==> src/hdl/break_interval_timer_pkg.sv <==
// Contract
// - Mode 1: start on pair-one start match, halt target on later pair-one stop match.
// - Mode 1 halt reports the sequential condition-U stop cause.
// - Mode 2: keep running; sum each pair-one start-to-stop interval into a total.
// - Mode 3: also sum pair-two start-to-stop intervals into a second total, no halt.
// - The interval measurement counter is 24 bits wide.
// - Sampling tick selectable: about 52 us, 1.6 us or 20 ns.
// - Modes 2 and 3 count completed pair-one intervals as a pass count.
// - Modes 2 and 3 track pair-one maximum, minimum and average interval.
// - Mode 3 keeps total, pass count, max, min and average for pair two.
// - Accumulated time past the range sets an overflow flag instead of wrapping.
// - Max, min and average need no valid value once past the range.
// - Modes 1 to 3 ignore software, software sequential, hardware and hardware sequential breaks.
// - Any interval mode ignores trace acquisition conditions.
// - Any interval mode blocks trace-halt and refuses host memory access while running.
// - Mode 4 events come from eight condition-B break or trace sources.
// - Mode 4 timing begins at a match and ends at the next match.
// - Mode 4 alternates start and stop per match, summing segments into one total.
// - Mode 4 total range about 9999, 488 or 6 hours per tick choice.
// - Mode 4 with no condition-B source configured measures nothing.
// - Mode 4 ignores software, software sequential and hardware sequential breaks only.
`default_nettype none
package break_interval_timer_pkg;

  localparam int INTERVAL_W = 24;
  localparam int PASS_W = 16;
  localparam int RUN_W = 40;
  localparam int DIV_W = 14;
  localparam int ADDR_W = 8;
  localparam int DATA_W = 32;
  localparam int SRC_N = 8;

  // ----------------------------------------------------------------
  // timing
  // ----------------------------------------------------------------
  localparam real CLK_PERIOD_NS = 4.0;
  localparam real TICK_SLOW_US = 52.0;
  localparam real TICK_MID_US = 1.6;
  localparam real TICK_FAST_NS = 20.0;
  localparam int TICK_SLOW_CYCLES = int'($floor(TICK_SLOW_US * 1000.0 / CLK_PERIOD_NS));
  localparam int TICK_MID_CYCLES = int'($floor(TICK_MID_US * 1000.0 / CLK_PERIOD_NS));
  localparam int TICK_FAST_CYCLES = int'($floor(TICK_FAST_NS / CLK_PERIOD_NS));
  localparam real RUN_SLOW_HOURS = 9999.0;
  localparam real RUN_MID_HOURS = 488.0;
  localparam real RUN_FAST_HOURS = 6.0;
  localparam real US_PER_HOUR = 3600.0e6;
  localparam logic [RUN_W-1:0] RUN_LIMIT_SLOW =
    RUN_W'(longint'($floor(RUN_SLOW_HOURS * US_PER_HOUR / TICK_SLOW_US)));
  localparam logic [RUN_W-1:0] RUN_LIMIT_MID =
    RUN_W'(longint'($floor(RUN_MID_HOURS * US_PER_HOUR / TICK_MID_US)));
  localparam logic [RUN_W-1:0] RUN_LIMIT_FAST =
    RUN_W'(longint'($floor(RUN_FAST_HOURS * US_PER_HOUR * 1000.0 / TICK_FAST_NS)));

  // ----------------------------------------------------------------
  // register map and fields
  // ----------------------------------------------------------------
  localparam logic [ADDR_W-1:0] CTRL_OFS = 8'h00;
  localparam logic [ADDR_W-1:0] STATUS_OFS = 8'h04;
  localparam logic [ADDR_W-1:0] P1_BASE_OFS = 8'h08;
  localparam logic [ADDR_W-1:0] P2_BASE_OFS = 8'h1C;
  localparam logic [ADDR_W-1:0] RUN_TOTAL_OFS = 8'h30;
  localparam logic [ADDR_W-1:0] RUN_TOTAL_HI_OFS = 8'h34;
  localparam logic [ADDR_W-1:0] TOTAL_IDX = 8'h00;
  localparam logic [ADDR_W-1:0] COUNT_IDX = 8'h04;
  localparam logic [ADDR_W-1:0] MAX_IDX = 8'h08;
  localparam logic [ADDR_W-1:0] MIN_IDX = 8'h0C;
  localparam logic [ADDR_W-1:0] AVG_IDX = 8'h10;
  localparam int CTRL_MODE_LSB = 0;
  localparam int CTRL_TICK_LSB = 4;
  localparam logic [2:0] CTRL_MODE_RST = 3'h0;
  localparam logic [1:0] CTRL_TICK_RST = 2'h0;

  typedef enum logic [2:0] {
    MODE_OFF = 3'h0, MODE_ONE = 3'h1, MODE_TWO = 3'h2, MODE_THREE = 3'h3, MODE_FOUR = 3'h4
  } interval_mode_t;

  typedef enum logic [1:0] {
    TICK_SLOW = 2'h0, TICK_MID = 2'h1, TICK_FAST = 2'h2
  } tick_sel_t;

  typedef enum logic [1:0] {
    CAUSE_NONE = 2'h0, CAUSE_SEQ_U = 2'h1, CAUSE_OTHER = 2'h2
  } stop_cause_t;

  typedef enum logic [1:0] {
    SEG_IDLE = 2'b01, SEG_TIMING = 2'b10
  } seg_state_t;

  typedef struct packed {
    logic active;
    logic [INTERVAL_W-1:0] cur;
    logic cur_ovf;
    logic [INTERVAL_W-1:0] total;
    logic ovf;
    logic [PASS_W-1:0] count;
    logic [INTERVAL_W-1:0] max;
    logic [INTERVAL_W-1:0] min;
  } pair_t;

  localparam pair_t PAIR_RST = '{active: 1'b0, cur: '0, cur_ovf: 1'b0, total: '0, ovf: 1'b0,
                                 count: '0, max: '0, min: '1};

endpackage
`default_nettype wire

==> src/hdl/break_interval_timer.sv <==
`timescale 1ns/100ps
`default_nettype none
module break_interval_timer #(
  parameter int SLOW_TICK_CYCLES = break_interval_timer_pkg::TICK_SLOW_CYCLES
) (
  input wire logic core_clk,
  input wire logic rst_b,
  input wire logic [break_interval_timer_pkg::ADDR_W-1:0] reg_addr,
  input wire logic [break_interval_timer_pkg::DATA_W-1:0] reg_wdata,
  input wire logic reg_wr,
  input wire logic reg_rd,
  output logic [break_interval_timer_pkg::DATA_W-1:0] reg_rdata,
  input wire logic program_start,
  input wire logic target_running,
  input wire logic pair_one_start_match,
  input wire logic pair_one_stop_match,
  input wire logic pair_two_start_match,
  input wire logic pair_two_stop_match,
  input wire logic [break_interval_timer_pkg::SRC_N-1:0] cond_b_break_match,
  input wire logic [break_interval_timer_pkg::SRC_N-1:0] cond_b_break_set,
  input wire logic [break_interval_timer_pkg::SRC_N-1:0] cond_b_trace_match,
  input wire logic [break_interval_timer_pkg::SRC_N-1:0] cond_b_trace_set,
  input wire logic sw_break,
  input wire logic sw_seq_break,
  input wire logic hw_break,
  input wire logic hw_seq_break,
  input wire logic trace_acq_cond,
  input wire logic trace_halt_req,
  input wire logic host_mem_req,
  output logic halt_req,
  output break_interval_timer_pkg::stop_cause_t stop_cause,
  output logic trace_acq_en,
  output logic trace_halt_grant,
  output logic host_mem_refuse
);
  import break_interval_timer_pkg::*;

  initial begin
    if (SLOW_TICK_CYCLES < TICK_MID_CYCLES || SLOW_TICK_CYCLES >= (1 << DIV_W)) begin
      $error("SLOW_TICK_CYCLES out of range for the tick divider");
    end
  end

  // ----------------------------------------------------------------
  // reset release
  // ----------------------------------------------------------------
  logic rst_meta_b;
  logic rst_sync_b;

  always_ff @(posedge core_clk or negedge rst_b) begin
    if (!rst_b) begin
      rst_meta_b <= 1'b0;
      rst_sync_b <= 1'b0;
    end else begin
      rst_meta_b <= 1'b1;
      rst_sync_b <= rst_meta_b;
    end
  end

  // ----------------------------------------------------------------
  // state
  // ----------------------------------------------------------------
  typedef struct packed {
    interval_mode_t mode;
    tick_sel_t tick_sel;
    logic [DIV_W-1:0] div;
    pair_t p1;
    pair_t p2;
    seg_state_t seg;
    logic [RUN_W-1:0] run_total;
    logic run_ovf;
    logic halt;
    stop_cause_t cause;
    logic [DATA_W-1:0] rdata;
  } state_t;

  localparam state_t STATE_RST = '{mode: MODE_OFF, tick_sel: TICK_SLOW, div: '0,
                                   p1: PAIR_RST, p2: PAIR_RST, seg: SEG_IDLE,
                                   run_total: '0, run_ovf: 1'b0, halt: 1'b0,
                                   cause: CAUSE_NONE, rdata: '0};

  state_t state_reg;
  state_t state_next;

  // one pair of start/stop conditions; closes an interval into the statistics
  function automatic pair_t pair_step(input pair_t p, input logic start, input logic stop,
                                      input logic tick, input logic stats);
    logic [INTERVAL_W:0] sum;
    pair_t q;
    q = p;
    sum = {1'b0, p.total} + {1'b0, p.cur};
    if (p.active && stop) begin
      q.active = 1'b0;
      if (sum[INTERVAL_W] || p.cur_ovf) begin
        q.ovf = 1'b1;
      end else if (!p.ovf) begin
        q.total = sum[INTERVAL_W-1:0];
      end
      if (stats) begin
        if (p.count != '1) begin
          q.count = p.count + PASS_W'(1);
        end
        // the maximum still takes the saturated count once a single interval runs past range; the minimum cannot
        if (p.cur > p.max) begin
          q.max = p.cur;
        end
        if (p.cur < p.min) begin
          q.min = p.cur;
        end
      end
    end else if (!p.active && start) begin
      q.active = 1'b1;
      q.cur = '0;
      q.cur_ovf = 1'b0;
    end else if (p.active && tick) begin
      if (p.cur == '1) begin
        q.cur_ovf = 1'b1;
      end else begin
        q.cur = p.cur + INTERVAL_W'(1);
      end
    end
    return q;
  endfunction

  // clear at program start; an overflow raised in the same cycle survives it
  function automatic pair_t pair_clear(input pair_t nxt, input pair_t cur_p);
    pair_t q;
    q = PAIR_RST;
    q.ovf = nxt.ovf && !cur_p.ovf;
    return q;
  endfunction

  function automatic logic [INTERVAL_W-1:0] pair_avg(input pair_t p);
    logic [INTERVAL_W-1:0] a;
    a = '0;
    if (p.count != '0) begin
      a = INTERVAL_W'(p.total / INTERVAL_W'(p.count));
    end
    return a;
  endfunction

  function automatic logic [DATA_W-1:0] pair_read(input pair_t p, input logic [ADDR_W-1:0] idx);
    logic [DATA_W-1:0] d;
    d = '0;
    unique case (idx)
      TOTAL_IDX: d = DATA_W'(p.total);
      COUNT_IDX: d = DATA_W'(p.count);
      MAX_IDX: d = DATA_W'(p.max);
      MIN_IDX: d = DATA_W'(p.min);
      AVG_IDX: d = DATA_W'(pair_avg(p));
      default: d = '0;
    endcase
    return d;
  endfunction

  // ----------------------------------------------------------------
  // combinational decode
  // ----------------------------------------------------------------
  logic measuring;
  logic pair_mode;
  logic tick;
  logic [DIV_W-1:0] div_last;
  logic [RUN_W-1:0] run_limit;
  logic [SRC_N-1:0] seg_hits;
  logic seg_hit;
  logic seg_sources_set;
  logic other_break;
  logic stats;

  always_comb begin
    measuring = state_reg.mode != MODE_OFF;
    pair_mode = measuring && state_reg.mode != MODE_FOUR;
    unique case (state_reg.tick_sel)
      TICK_MID: begin
        div_last = DIV_W'(TICK_MID_CYCLES - 1);
        run_limit = RUN_LIMIT_MID;
      end
      TICK_FAST: begin
        div_last = DIV_W'(TICK_FAST_CYCLES - 1);
        run_limit = RUN_LIMIT_FAST;
      end
      default: begin
        div_last = DIV_W'(SLOW_TICK_CYCLES - 1);
        run_limit = RUN_LIMIT_SLOW;
      end
    endcase
    tick = measuring && target_running && state_reg.div == div_last;
    seg_hits = (cond_b_break_match & cond_b_break_set) |
               (cond_b_trace_match & cond_b_trace_set);
    seg_hit = |seg_hits;
    seg_sources_set = |{cond_b_break_set, cond_b_trace_set};
    if (pair_mode) begin
      other_break = 1'b0;
    end else if (state_reg.mode == MODE_FOUR) begin
      other_break = hw_break;
    end else begin
      other_break = sw_break | sw_seq_break | hw_break | hw_seq_break;
    end
    stats = state_reg.mode == MODE_TWO || state_reg.mode == MODE_THREE;
  end

  // ----------------------------------------------------------------
  // next state
  // ----------------------------------------------------------------
  always_comb begin
    state_next = state_reg;
    state_next.halt = 1'b0;

    if (measuring && target_running && !tick) begin
      state_next.div = state_reg.div + DIV_W'(1);
    end else begin
      state_next.div = '0;
    end

    if (pair_mode && target_running) begin
      state_next.p1 = pair_step(state_reg.p1, pair_one_start_match, pair_one_stop_match,
                                tick, stats);
      if (state_reg.mode == MODE_THREE) begin
        state_next.p2 = pair_step(state_reg.p2, pair_two_start_match, pair_two_stop_match,
                                  tick, 1'b1);
      end
    end

    if (state_reg.mode == MODE_ONE && state_reg.p1.active && pair_one_stop_match &&
        target_running) begin
      state_next.halt = 1'b1;
      state_next.cause = CAUSE_SEQ_U;
    end else if (other_break && target_running) begin
      state_next.halt = 1'b1;
      state_next.cause = CAUSE_OTHER;
    end

    if (state_reg.mode == MODE_FOUR && seg_sources_set && target_running) begin
      unique case (state_reg.seg)
        SEG_IDLE: begin
          if (seg_hit) begin
            state_next.seg = SEG_TIMING;
          end
        end
        SEG_TIMING: begin
          if (seg_hit) begin
            state_next.seg = SEG_IDLE;
          end
          if (tick) begin
            if (state_reg.run_total >= run_limit) begin
              state_next.run_ovf = 1'b1;
            end else begin
              state_next.run_total = state_reg.run_total + RUN_W'(1);
            end
          end
        end
        default: state_next.seg = SEG_IDLE;
      endcase
    end

    if (program_start) begin
      state_next.p1 = pair_clear(state_next.p1, state_reg.p1);
      state_next.p2 = pair_clear(state_next.p2, state_reg.p2);
      state_next.seg = SEG_IDLE;
      state_next.run_total = '0;
      // an overflow raised in this very cycle survives the clear
      state_next.run_ovf = state_next.run_ovf && !state_reg.run_ovf;
      state_next.cause = CAUSE_NONE;
      state_next.div = '0;
    end

    if (reg_wr && reg_addr == CTRL_OFS) begin
      state_next.mode = interval_mode_t'(reg_wdata[CTRL_MODE_LSB +: 3]);
      state_next.tick_sel = tick_sel_t'(reg_wdata[CTRL_TICK_LSB +: 2]);
    end

    state_next.rdata = '0;
    if (reg_rd) begin
      if (reg_addr == CTRL_OFS) begin
        state_next.rdata = DATA_W'({state_reg.tick_sel, 1'b0, state_reg.mode});
      end else if (reg_addr == STATUS_OFS) begin
        state_next.rdata = DATA_W'({state_reg.cause, state_reg.seg == SEG_TIMING,
                                    state_reg.p2.active, state_reg.p1.active,
                                    state_reg.run_ovf, state_reg.p2.ovf, state_reg.p1.ovf});
      end else if (reg_addr >= P1_BASE_OFS && reg_addr < P2_BASE_OFS) begin
        state_next.rdata = pair_read(state_reg.p1, reg_addr - P1_BASE_OFS);
      end else if (reg_addr >= P2_BASE_OFS && reg_addr < RUN_TOTAL_OFS) begin
        state_next.rdata = pair_read(state_reg.p2, reg_addr - P2_BASE_OFS);
      end else if (reg_addr == RUN_TOTAL_OFS) begin
        state_next.rdata = state_reg.run_total[DATA_W-1:0];
      end else if (reg_addr == RUN_TOTAL_HI_OFS) begin
        state_next.rdata = DATA_W'(state_reg.run_total[RUN_W-1:DATA_W]);
      end
    end
  end

  always_ff @(posedge core_clk or negedge rst_sync_b) begin
    if (!rst_sync_b) begin
      state_reg <= STATE_RST;
    end else begin
      state_reg <= state_next;
    end
  end

  // ----------------------------------------------------------------
  // outputs
  // ----------------------------------------------------------------
  always_comb begin
    reg_rdata = state_reg.rdata;
    halt_req = state_reg.halt;
    stop_cause = state_reg.cause;
    trace_acq_en = trace_acq_cond && !measuring;
    trace_halt_grant = trace_halt_req && !measuring;
    host_mem_refuse = host_mem_req && measuring && target_running;
  end

endmodule
`default_nettype wire

==> config.mk <==
export PLATFORM = sky130hd
export DESIGN_NAME = break_interval_timer
export DESIGN_NICKNAME = d
export VERILOG_FILES = /design/src/hdl/break_interval_timer_pkg.sv /design/src/hdl/break_interval_timer.sv
export SDC_FILE = /design/constraint.sdc
export NUM_CORES = 2
export LEC_CHECK = 0
export ABC_AREA = 0
export BUFFER_PORTS_ARGS = -buffer_cell sky130_fd_sc_hd__buf_2
export CORE_ASPECT_RATIO = 0.7
export CORE_MARGIN = 2
export CORE_UTILIZATION = 25
export CTS_CLUSTER_DIAMETER = 40
export DETAILED_ROUTE_END_ITERATION = 16
export GPL_TIMING_DRIVEN = 0
export HOLD_SLACK_MARGIN = 0.12
export PLACE_DENSITY = 0.47
export SETUP_SLACK_MARGIN = 0.1
export SYNTH_ARGS = -nofsm -noshare
export SYNTH_HDL_FRONTEND = slang
export SYNTH_SLANG_ARGS = --single-unit
==> constraint.sdc <==
create_clock -name core_clk -period 14.2 [get_ports core_clk]
set_clock_uncertainty 0.2 [all_clocks]
set_input_delay 1.42 -clock core_clk [delete_from_list [all_inputs] [get_ports core_clk]]
set_output_delay 1.42 -clock core_clk [all_outputs]
set_load 0.005 [all_outputs]
==> summary.txt <==
Worst setup path
  – Crit path DAT: 49.28 ns
  – CP Class: reg -> reg
  – Largest stage delay, worst path: 0.58 ns
  – Crit-path slowest cell: or4_4
  – Crit Path Max Fanout: 8
  – Crit end category: register
  – Top cell by count, worst path: buf_4
  – Startpoint types: register
  – Req. time, crit path: 14.43 ns

Cells and area
  – Syn-to-layout area delta: 35.4%
  – Largest register FFs: around 300
  – FILL cells: 20300
  – Fin util: 0.341
  – Multi-input gate area: 44600 um^2
  – Layout cells sized above 1: 0.282
  – Storage element area: 8320 um^2
  – Nets: 7985

Synth
  – Syn Inst Count: 6319
  – Synth Area in Simple Gates: 0.219
  – Ys async rst share: 1.00
  – Xor-xnor portion of the synthesized cell area: 0.0760
  – Mux contribution to synthesized area: 0.0551
  – Post-synthesis compound-gate area fraction: 0.259
  – Mean Syn Cell Area: between 7 and 8 um^2
  – Post-synth EDFFs: 0
  – Largest area contributor in the synthesized netlist: ha_1
  – Most instantiated cells after synthesis: 709 x ha_1, 629 x nor2_1, 488 x nand2_1
  – Ys flop type: dfrtp_1
  – Largest family of logic cells by synthesized area: compound AO/OA/AOI/OAI gates
  – Synth Register Bits: around 330
  – Ranking of synthesized cells by area: ha_1 18%, dfrtp_1 14%, xnor2_1 4.8%, nor2_1 4.8%, a21oi_1 4.2%
  – Post-synth top area share: 0.179
  – Syn_nets: 7119
  – Seq/Total Area, Yosys: 0.167
  – Distinct cells, synth: 132
  – Post-Synth Adder-Cell Area: 0.180
  – Yosys warns: 0
  – Cell area after synthesis: 49600 um^2
  – Most frequent cell after synthesis: ha_1

Global routing
  – Global-route wire length before repair: 311000 um
  – Total track usage: 0.197
  – Initial antenna violation count: 21
  – Pin count of the biggest net entering global routing: 63
  – Grt ovf: 0
  – Vias in the first global route: between 50000 and 60000

STA
  – RSZ-0062 raised after global routing: true
  – Final period util: 3.45
  – Fin crit period: 49.05 ns
  – Measured slew at the worst slew-check pin: ~1.6 ns
  – Final Max Tran Viols: 9
  – Rel. slew slack: -0.0476
  – Post-route setup slack: -34.85 ns
  – Hold Fails Final Rpt: 0
  – Final setup violation count: 15
  – Max Clock Freq: 0.0204 GHz
  – Min Hold Slack: roughly 0.14 ns

Detailed routing
  – Routed WL per cell: 21.2 um
  – DRT Wirelength: 209000 um
  – Antenna Nets Post-Route: 0
  – Via Count: ~53000
  – Vias per std cell: 5.40
  – # DRC: 0
  – Initial DRC count: around 4600
  – DR pass1 iterations: 8

Die
  – I/O pin total: between 100 and 150
  – Die H: 377 um
  – Row count: 136
  – Starting Density: 0.252
  – Die width: ~540 um
  – Core area: 197000 um^2
  – Die Area: 202000 um^2

Clock tree
  – CTS Buf Count: 45
  – CTS H-tree depth: 2
  – CTS max path bufs: 3
  – Post-CTS Hold Buffers: 0
  – Root Buffer: clkbuf_16
  – Clk_lat worst skew: about 0.62 ns
  – Clock slew at reported path FFs: 0.06 ns
  – CTS tree: yes
  – Clock Sink Count: 329

Placed design
  – Port bufs: 97
  – Placed wire-length estimate: 156000 um
  – Routability cong.: 0.903

Run status
  – Failing checks: capacitance limit, slew limit, setup timing
  – Status: finished, violations left

Hold path
  – HP Class: reg -> async

Run
  – Max_cap viols: 1
[final cells by class]
type                    instances  share of cell area
repair inverters                4            0.000298
plain buffers                 253              0.0290
clock buffers                  61              0.0178
flip-flops and latches        329               0.124
repair buffers                818              0.0968
inverters                     281              0.0160
multi-input cells            5453               0.663
diodes                          6            0.000224
clock inverters                22             0.00402
well taps                    2622              0.0488
[cells in the final DEF, fill, tap and decap left out, types with 38 or more instances in the layout]
master,Yosys,routed
a211o_1,67,66
a21o_1,182,180
a21oi_1,414,307
a21oi_2,1,74
a22o_1,52,51
a22oi_1,51,50
a31oi_1,56,38
and2_1,68,55
and3_1,95,86
buf_2,16,101
buf_4,38,683
buf_6,3,58
clkbuf_1,195,158
clkbuf_16,0,64
dfrtp_1,280,263
dfstp_2,49,49
ha_1,709,598
ha_4,0,93
inv_1,280,260
mux2_2,168,137
mux2i_1,71,58
nand2_1,488,463
nand2b_1,77,74
nand3_1,159,133
nand4_1,93,93
nor2_1,629,582
nor2b_1,70,68
nor3_1,241,214
o211ai_1,55,55
o21a_1,180,166
o21ai_0,317,241
o21bai_1,45,42
o31ai_1,68,46
or3_1,74,64
xnor2_1,273,272
xor2_1,152,151
[routing by layer]
layer | vias up | wire, um | track usage
met5 | - | 37 | 0
met4 | 6 | 3950 | 0.0369
met3 | 201 | 14100 | 0.0299
met2 | 1651 | 84000 | 0.281
met1 | 26000 | 107000 | 0.306
li1 | 25300 | - | -
[worst paths after layout]
kind	depth (start not counted)	from	end	slack, ns
min	0	rst_sync_b	reg_rdata[29]	0.14
max	253	state_reg[131]	reg_rdata[0]	-34.85
min reg2reg	0	rst_sync_b	reg_rdata[29]	0.14
max reg2reg	253	state_reg[131]	reg_rdata[0]	-34.85
min in group core_clk	0	rst_meta_b	rst_sync_b	0.15
max in group asynchronous	3	rst_sync_b	state_reg[211]	12.11
[per-stage QoR]
step	std cells	TNS [ns]	instance area (um^2)	setup WS [ns]
2_1_floorplan	6319	-210.54	51700	-32.50
3_3_place_gp	9038	-561.89	55500	-44.05
3_5_place_dp	9048	-321.01	55700	-44.06
4_1_cts	9690	-227.05	64600	-34.04
5_1_grt	9849	-249.87	67200	-36.68
6_report	9849	-234.28	67200	-34.85
[cell families (layout without fill, tap and decap cells)]
group           after synthesis  after routing
compound gates             1864           1864
xor+xnor                    427            427
fa+ha+maj                   713            713
buf+inv                     537           1439
flops                       329            329
mux                         249            249
other cells                   1              7
simple gates               2199           2199
[worst max-delay path, delay by kind of cell, from the launching register on]
| kind | cells | cell delay (ns) |
|---|---|---|
| mux | 9 | 2.81 |
| buf+inv | 52 | 7.18 |
| xor+xnor | 1 | 0.07 |
| flops | 1 | 0.51 |
| simple gates | 56 | 9.37 |
| compound gates | 112 | 22.53 |
| fa+ha+maj | 23 | 6.08 |
[what timing repair did]
item	in CTS	in global routing
setup endpoints to repair	16	15
setup buffers	550	149
pin swaps	411	320
resized for setup	595	256
cloned	10	1
Power is left out: the tool's default activity adds up to more than one toggle a clock period on the data nets, which glitch-free logic cannot reach.
